File: src/inc/port_pkg.sv
// Constants for the eight-pin port with alternate functions.
// Assumes an APB slave reached with 32-bit data, one register per word.
package port_pkg;
   // ------------------------------------------------------------
   // Register indices (byte address is four times the index)
   // ------------------------------------------------------------
   localparam logic [31:0] NB_DIR_IDX = 32'hfffff034;
   localparam logic [31:0] NB_FUNC_IDX = 32'hfffff035;
   localparam logic [31:0] DATA_IDX = 32'hfffff036;
   localparam logic [31:0] DIR_IDX = 32'hfffff038;
   localparam logic [31:0] FUNC_IDX = 32'hfffff039;
   localparam logic [31:0] ODE_IDX = 32'hfffff050;
   // ------------------------------------------------------------
   // Values after reset
   // ------------------------------------------------------------
   localparam logic [7:0] NB_DIR_RST = 8'hc0;
   localparam logic [7:0] NB_FUNC_RST = 8'h00;
   localparam logic [7:0] DATA_RST = 8'hff;
   localparam logic [7:0] DIR_RST = 8'h00;
   localparam logic [7:0] FUNC_RST = 8'h00;
   localparam logic [5:0] ODE_RST = 6'h00;
   // ------------------------------------------------------------
   // Field positions
   // ------------------------------------------------------------
   localparam int ODE_SDA_BIT = 2;    // Open-drain select, serial data pin
   localparam int ODE_SCL_BIT = 3;    // Open-drain select, serial clock pin
   localparam int FIRST_SBI_PIN = 5;  // Pins from here up carry bus outputs
   localparam int NUM_INT = 4;        // Low pins that act as interrupt inputs
endpackage

File: src/verilog/pin_cell.sv
// One port pin: picks latch or peripheral drive, direction, open drain.
// Assumes all inputs are synchronous to mclk.
`timescale 1ns/10ps
module pin_cell #(
   parameter bit ALT_OUT = 1'b0
) (
   // Clock and reset
   input wire logic mclk,
   input wire logic rst,
   // Configuration
   input wire logic dir,
   input wire logic func,
   input wire logic open_drain,
   // Data sources
   input wire logic latch,
   input wire logic alt_out,
   // Pin drive
   output logic pin_o,
   output logic pin_oe
);
   typedef struct packed {
      logic o;
      logic oe;
   } cell_t;

   cell_t st;
   cell_t next_st;
   logic val;
   logic drive;

   // Select source and drive; open drain only pulls low
   always_comb begin
      val = (func && ALT_OUT) ? alt_out : latch;
      drive = func ? (ALT_OUT && dir) : dir;
      next_st.oe = drive && !(open_drain && val);
      next_st.o = open_drain ? 1'b0 : val;
   end

   // Register the pin drive
   always_ff @(posedge mclk) begin
      if (rst) begin
         st <= '0;
      end else begin
         st <= next_st;
      end
   end

   assign pin_o = st.o;
   assign pin_oe = st.oe;
endmodule

File: src/verilog/port_cfg.sv
// Eight-pin general-purpose port with interrupt and serial bus functions.
// Assumes an APB master on mclk and pins sampled synchronously.
//
// Implementation choice: the APB register port.
`timescale 1ns/10ps
module port_cfg (
   // Clock and reset
   input wire logic mclk,
   input wire logic rst,
   // APB slave
   input wire logic psel,
   input wire logic penable,
   input wire logic pwrite,
   input wire logic [31:0] paddr,
   input wire logic [31:0] pwdata,
   output logic [31:0] prdata,
   output logic pready,
   output logic pslverr,
   // Port pins
   input wire logic [7:0] pin_in,
   output logic [7:0] pin_out,
   output logic [7:0] pin_oe,
   // Serial bus interface, index 0 clock, 1 data, 2 second clock pin
   input wire logic [2:0] sbi_out,
   output logic [2:0] sbi_in,
   // External interrupt inputs one to four
   output logic [3:0] ext_int,
   // Neighbour port and open-drain settings
   output logic [7:0] nb_dir,
   output logic [7:0] nb_func,
   output logic [5:0] open_drain
);
   // ------------------------------------------------------------
   // State
   // ------------------------------------------------------------
   typedef struct packed {
      logic rdy;
      logic err;
      logic [31:0] rdata;
      logic [7:0] dir;
      logic [7:0] func;
      logic [7:0] latch;
      logic [7:0] nb_dir;
      logic [7:0] nb_func;
      logic [5:0] ode;
      logic [3:0] ints;
      logic [2:0] serial_bus_interface;
   } state_t;

   state_t st;
   state_t next_st;
   logic [7:0] od_sel;
   logic acc;
   logic hit;
   logic [7:0] rd;

   // Word address match on an index
   function automatic logic match(input logic [31:0] a, input logic [31:0] idx);
      match = (a == {idx[29:0], 2'b00});
   endfunction

   // ------------------------------------------------------------
   // Register bus and port behaviour
   // ------------------------------------------------------------
   // Decode, read mux, writes and sampled peripheral inputs
   always_comb begin
      next_st = st;
      acc = psel && penable;
      hit = 1'b1;
      rd = 8'h00;
      if (match(paddr, port_pkg::DATA_IDX)) begin
         rd = (st.dir & st.latch) | (~st.dir & pin_in); // Pins with the direction bit clear read the pin
      end else if (match(paddr, port_pkg::ODE_IDX)) begin
         rd = {2'b00, st.ode};
      end else if (!(match(paddr, port_pkg::NB_DIR_IDX) ||
                     match(paddr, port_pkg::NB_FUNC_IDX) ||
                     match(paddr, port_pkg::DIR_IDX) ||
                     match(paddr, port_pkg::FUNC_IDX))) begin
         hit = 1'b0; // Unmapped addresses answer with an error; write-only ones read zero
      end
      // Answer one cycle into the access phase
      next_st.rdy = acc && !st.rdy;
      if (acc && !st.rdy) begin
         next_st.err = !hit;
         next_st.rdata = {24'h000000, rd};
      end
      if (acc && st.rdy && pwrite && hit) begin
         if (match(paddr, port_pkg::DIR_IDX)) begin
            next_st.dir = pwdata[7:0];
         end
         if (match(paddr, port_pkg::FUNC_IDX)) begin
            next_st.func = pwdata[7:0];
         end
         if (match(paddr, port_pkg::DATA_IDX)) begin
            next_st.latch = pwdata[7:0];
         end
         if (match(paddr, port_pkg::NB_DIR_IDX)) begin
            next_st.nb_dir = pwdata[7:0];
         end
         if (match(paddr, port_pkg::NB_FUNC_IDX)) begin
            next_st.nb_func = pwdata[7:0];
         end
         if (match(paddr, port_pkg::ODE_IDX)) begin
            next_st.ode = pwdata[5:0];
         end
      end
      // Interrupt inputs pass only with the function bit set
      next_st.ints = pin_in[3:0] & st.func[3:0];
      next_st.serial_bus_interface = pin_in[7:5];
   end

   // Register all state; reset makes every pin an input
   always_ff @(posedge mclk) begin
      if (rst) begin
         st <= '0;
         st.dir <= port_pkg::DIR_RST;
         st.func <= port_pkg::FUNC_RST;
         st.latch <= port_pkg::DATA_RST;
         st.nb_dir <= port_pkg::NB_DIR_RST;
         st.nb_func <= port_pkg::NB_FUNC_RST;
         st.ode <= port_pkg::ODE_RST;
      end else begin
         st <= next_st;
      end
   end

   // ------------------------------------------------------------
   // Pin cells
   // ------------------------------------------------------------
   // Open drain reaches only the serial bus data and clock pins
   always_comb begin
      od_sel = 8'h00;
      od_sel[6] = st.ode[port_pkg::ODE_SDA_BIT];
      od_sel[7] = st.ode[port_pkg::ODE_SCL_BIT];
   end

   for (genvar i = 0; i < 8; i++) begin : g_pin
      pin_cell #(
         .ALT_OUT(i >= port_pkg::FIRST_SBI_PIN)
      ) u_cell (
         .mclk(mclk),
         .rst(rst),
         .dir(st.dir[i]),
         .func(st.func[i]),
         .open_drain(od_sel[i]),
         .latch(st.latch[i]),
         .alt_out((i >= port_pkg::FIRST_SBI_PIN) ? sbi_out[(i + 1) % 3] : 1'b0),
         .pin_o(pin_out[i]),
         .pin_oe(pin_oe[i])
      );
   end

   // Outputs straight from state
   assign prdata = st.rdata;
   assign pready = st.rdy;
   assign pslverr = st.err;
   assign ext_int = st.ints;
   assign sbi_in = st.serial_bus_interface;
   assign nb_dir = st.nb_dir;
   assign nb_func = st.nb_func;
   assign open_drain = st.ode;
endmodule
File: config.mk
export PLATFORM = sky130hd
export DESIGN_NAME = port_cfg
export DESIGN_NICKNAME = d
export VERILOG_FILES = /design/src/inc/port_pkg.sv /design/src/verilog/pin_cell.sv /design/src/verilog/port_cfg.sv
export SDC_FILE = /design/constraint.sdc
export NUM_CORES = 1
export LEC_CHECK = 0
export CAP_MARGIN = 40
export CORE_UTILIZATION = 55
export CTS_CLUSTER_DIAMETER = 50
export DETAILED_ROUTE_END_ITERATION = 8
export DONT_BUFFER_PORTS = 1
export GPL_ROUTABILITY_DRIVEN = 0
export PLACE_DENSITY_LB_ADDON = 0.08
export SETUP_SLACK_MARGIN = 0.1
export SYNTH_ARGS = -nofsm -noshare
export SYNTH_HDL_FRONTEND = slang
export SYNTH_HIERARCHICAL = 1
export SYNTH_SLANG_ARGS = --single-unit
export TNS_END_PERCENT = 5
File: constraint.sdc
create_clock -name mclk -period 2.6 [get_ports mclk]
set_clock_uncertainty 0.05 [all_clocks]
set_input_delay 0.78 -clock mclk [delete_from_list [all_inputs] [get_ports mclk]]
set_output_delay 0.78 -clock mclk [all_outputs]
set_load 0.02 [all_outputs]
== Yosys cells after proc, flatten, opt, wreduce, memory -nomap -nowiden ==
Index checks and enable logic that the tools add are counted.
Storage, ports and cells
  flip-flop bits (word level): 79
  word-level logic and storage cells: 75
Cells by class
  equality and inequality tests: 6
  mux-type cells: 8
  bitwise operators: 5
  reductions and logical operators: 29
Operator list (number)
  equality test 32 bit, second input constant: 6
  bitwise AND 8 bit: 2
  OR reduction 2 bit: 7
  AND reduction 2 bit: 6
  logical AND 1 bit: 9
  2-to-1 mux 8 bit: 1
  NOT 8 bit: 1
  bitwise OR 8 bit: 1
  2-to-1 mux 1 bit: 6
  2-to-1 mux 6 bit: 1
  bitwise AND 4 bit: 1
  logical NOT 1 bit: 4
  logical OR 1 bit: 3

== Logic depth before layout (Yosys ltp) ==
  word-level depth: 9
  gate-level depth with buffers: 5
  gate-level depth less buffers: 4

== By module ==
Netlist, hierarchy kept.
By module, submodules not included
  port_cfg: times used 1, cells each 331, area each 3138.0 um2
  pin_cell (g_pin[0].u_cell ...): times used 5, cells each 5, area each 66.3 um2
  pin_cell (g_pin[5].u_cell ...): times used 3, cells each 7, area each 72.6 um2

== Worst setup path after synthesis ==
No wires, ideal clock.
  path kind: input to register
  from: input paddr[1]
  to: register nb_dir[0] (netlist name)
  setup time: 123 ps
  arrival: 2319 ps
  data required time: 2427 ps
  path slack: 108 ps
  stages: 4
  path through: or4_4 > nor4_4 > nand4_4 > mux2i_1
On the way
  cells in the longest elaborated chain, start to end: 9
RTL lines
  start, declared: RTL line port_cfg.sv:14  | input wire logic [31:0] paddr,
  equality test 32 bit: RTL line port_cfg.sv:59  | match = (a == {idx[29:0], 2'b00});
  logical OR 1 bit: RTL line port_cfg.sv:75  | end else if (!(match(paddr, port_pkg::NB_DIR_IDX) ||
  logical OR 1 bit: RTL line port_cfg.sv:76  | match(paddr, port_pkg::NB_FUNC_IDX) ||
  logical OR 1 bit: RTL line port_cfg.sv:77  | match(paddr, port_pkg::DIR_IDX) ||
  2-to-1 mux 1 bit: RTL line port_cfg.sv:75
  2-to-1 mux 1 bit: RTL line port_cfg.sv:73  | end else if (match(paddr, port_pkg::ODE_IDX)) begin
  2-to-1 mux 1 bit: RTL line port_cfg.sv:71  | if (match(paddr, port_pkg::DATA_IDX)) begin
  logical AND 1 bit: RTL line port_cfg.sv:87  | if (acc && st.rdy && pwrite && hit) begin
  AND reduction 2 bit (no line) *
Mark *: on every way between the ends. The rest lies on a longest branch, timed or not.
A chain may end at the register's enable or synchronous reset.

== Worst setup path after layout ==
  from: input paddr[1]
  to: register st[29] (netlist name)
On the way
  cells in the longest elaborated chain, start to end: 9
RTL lines (RTL line)
  equality test 32 bit: port_cfg.sv:59
  logical OR 1 bit: port_cfg.sv:75
  logical OR 1 bit: port_cfg.sv:76
  logical OR 1 bit: port_cfg.sv:77
  2-to-1 mux 1 bit: port_cfg.sv:75
  2-to-1 mux 1 bit: port_cfg.sv:73
  2-to-1 mux 1 bit: port_cfg.sv:71
  logical AND 1 bit: port_cfg.sv:87
  AND reduction 2 bit (no line) *
Marked as above.

==> results.json <==
{
  "min_period_ps": 2140,
  "num-nets-final": 440,
  "die_h_um": 83.9,
  "cts.sinks": 79,
  "powerDensity_nw_per_um2": 616,
  "finalNonFillerCells": 442,
  "peakVddDrop_mv": 0.334,
  "rows": 29,
  "max_cap_viol_count": 0,
  "max_freq_mhz": 467,
  "drc": 14,
  "outcome": "complete, but fails checks",
  "final.period_utilization_pct": 82.3,
  "crit_family": "simple AND/OR/NAND/NOR gates",
  "yosysWarnings": 6,
  "p_leak_nw": 1.68,
  "h-tree-depth": 3,
  "detail_route.vias_per_cell": 5.27,
  "cp-end-kind": "flip-flop",
  "rsz0062_at_grt": "no",
  "post_cts_buffers": 0,
  "die_area_um2": 7040,
  "overflow": 0,
  "clk_latency_ps": 340,
  "setup_tns_ps": 0,
  "cts_buffers": 9,
  "worstPathRequired_ps": 2820,
  "cts_tree": "done",
  "crit_slowest_cell": "or4_4",
  "wirelength_mm": 7.08,
  "synthFlopType": "dfxtp_1",
  "ys_async_sr_fraction_pct": 0,
  "ys_types": 36,
  "wl_per_cell_um": 16.0,
  "dp_cells": 426,
  "synth.cell_area_um2": 3690,
  "crit_arrival_ps": 2360,
  "drive_above_1_share_pct": 10.7,
  "synth_fa_ha_area_share_pct": 0,
  "io_pins": 159,
  "grt_pass1_vias": 2219,
  "violations": "design-rule violations",
  "ant_nets": 0,
  "critPathMaxStageDelay_ps": 560,
  "layout-area-overhead-vs-synth_pct": -0.0338,
  "synth-edff-count": 0,
  "die_w_um": 83.9,
  "clk_pin_slew_ps": 80,
  "synth-compound-area-share_pct": 5.06,
  "post_cts_resized": 0,
  "diodes": 0,
  "pwr-share-clk_pct": 40.8,
  "place_area_um2": 3480,
  "clockRootBuffer": "clkbuf_8",
  "first_pass_iters": 6,
  "crit_fanout": 5,
  "place_ws_ps": 84.7,
  "yosys.area_share.xor_xnor_pct": 0.238,
  "timing.final.hold_violations": 0,
  "p_int_w": 0.00170,
  "dp_hpwl_mm": 5.25,
  "synth-simple-area-share_pct": 21.3,
  "grt_max_degree": 40,
  "grt_pass1_wl_mm": 11.2,
  "antenna_found_initial": 0,
  "clock_path_buffers": 2,
  "port_buffers": 0,
  "start_kind": "input port",
  "avgSynthCellArea_um2": 9.78,
  "worst_slew_pin_slew_ps": 504,
  "synth_top_family_by_area": "simple AND/OR/NAND/NOR gates",
  "sw_frac_of_total_pct": 25.1,
  "core_area_um2": 6420,
  "initial_core_util_pct": 57.4,
  "ys_ff_latch": 79,
  "mostFrequentLayoutCells": "79 x dfxtp_1, 57 x mux2i_1, 54 x nand2_1",
  "drtIter0Drc": 86,
  "final_max_slew_viol_count": 0,
  "grt_use_total_pct": 20.8,
  "slew_headroom_pct": 66.3,
  "syn_inst": 377,
  "combPwrFrac_pct": 4.6,
  "hold_ws_ps": 393,
  "cts_hold_buf": 0,
  "synthMuxAreaShare_pct": 15.5,
  "critPathBufInv": 1,
  "cp_cell_sequence": "or4_4 > nor4_4 > and4_1 > buf_4 > mux2i_1",
  "layout_commonest_cell": "dfxtp_1",
  "hold_class": "reg -> reg",
  "vias": 2328,
  "seq_area_frac_synth_pct": 42.9,
  "setup_viol": 0,
  "power_frac_seq_pct": 54.5,
  "fin_area_um2": 3690,
  "p_switching_w": 0.000569,
  "worst-setup-path-type": "in -> reg",
  "worst_slack_ps": 460
}
per-layer routing:
metal	track usage, %	share of wire [%]	vias to the layer above
met5	0	0	-
met4	8.78	1.3	0
met3	7.42	8.0	9
met2	32.1	45	75
met1	26.2	45	1070
li1	-	-	1174
cells in the mapped netlist, types with 5 or more instances:
| library cell | count | share of area, % |
|---|---|---|
| clkbuf_1 | 8 | 0.81 |
| nor3b_1 | 6 | 1.2 |
| buf_4 | 62 | 13 |
| a2111oi_2 | 5 | 2.0 |
| mux2i_1 | 57 | 15 |
| nand4_1 | 13 | 2.2 |
| nand2_1 | 54 | 5.5 |
| nor2_1 | 19 | 1.9 |
| dfxtp_1 | 79 | 43 |
| nor2b_1 | 7 | 1.2 |
| and3_1 | 8 | 1.4 |
| inv_1 | 12 | 1.2 |
final timing paths:
| kind | start | to | slack (ps) | cells past startpoint |
|---|---|---|---|---|
| worst max register to register | pready | st[29] | 800 | 4 |
| worst max-delay path | paddr[1] | st[29] | 460 | 5 |
| worst min-delay path | st[41] | g_pin[4].u_cell/pin_oe | 390 | 1 |
| worst min register to register | st[41] | g_pin[4].u_cell/pin_oe | 390 | 1 |
sequential cells by signal (all words and copies together) (netlist names):
register             count
sbi_in                   3
pready                   1
open_drain               6
g_pin.u_cell/pin_oe      8
pslverr                  1
ext_int                  4
st                      24
prdata                   8
nb_func                  8
nb_dir                   8
g_pin.u_cell/pin_o       8
stage by stage:
| stage | total power (W) | utilization, % |
|---|---|---|
| after floorplan | 0.00139 | - |
| after global placement | 0.00137 | 54.2 |
| after detailed placement | 0.00137 | 54.2 |
| after CTS | 0.00230 | 57.4 |
| after global routing | 0.00236 | 57.4 |
| final | 0.00227 | 57.4 |
power groups by stage:
stage | combinational (W) | sequential (W) | clock [W]
after floorplan | 0.000124 | 0.00126 | 0
after global placement | 0.000104 | 0.00127 | 0
after detailed placement | 0.000104 | 0.00127 | 0
after CTS | 0.000105 | 0.00124 | 0.000953
after global routing | 0.000116 | 0.00124 | 0.00101
final | 0.000105 | 0.00124 | 0.000927
layout make-up:
class,count,area [um^2]
clock buffers,9,124
inverters,12,45.0
repair buffers,9,67.6
fillers,566,2740
clock inverters,7,78.8
well taps,77,96.3
multi-input cells,249,1690
flip-flops and latches,79,1580
logic make-up after synthesis:
family	after synthesis
buffers and inverters	84
AOI/OAI and AO/OA	20
xor gates and xnor gates	1
muxes	57
DFF	79
other	1
and+or+nand+nor	135
(Power assumes the default switching activity.)
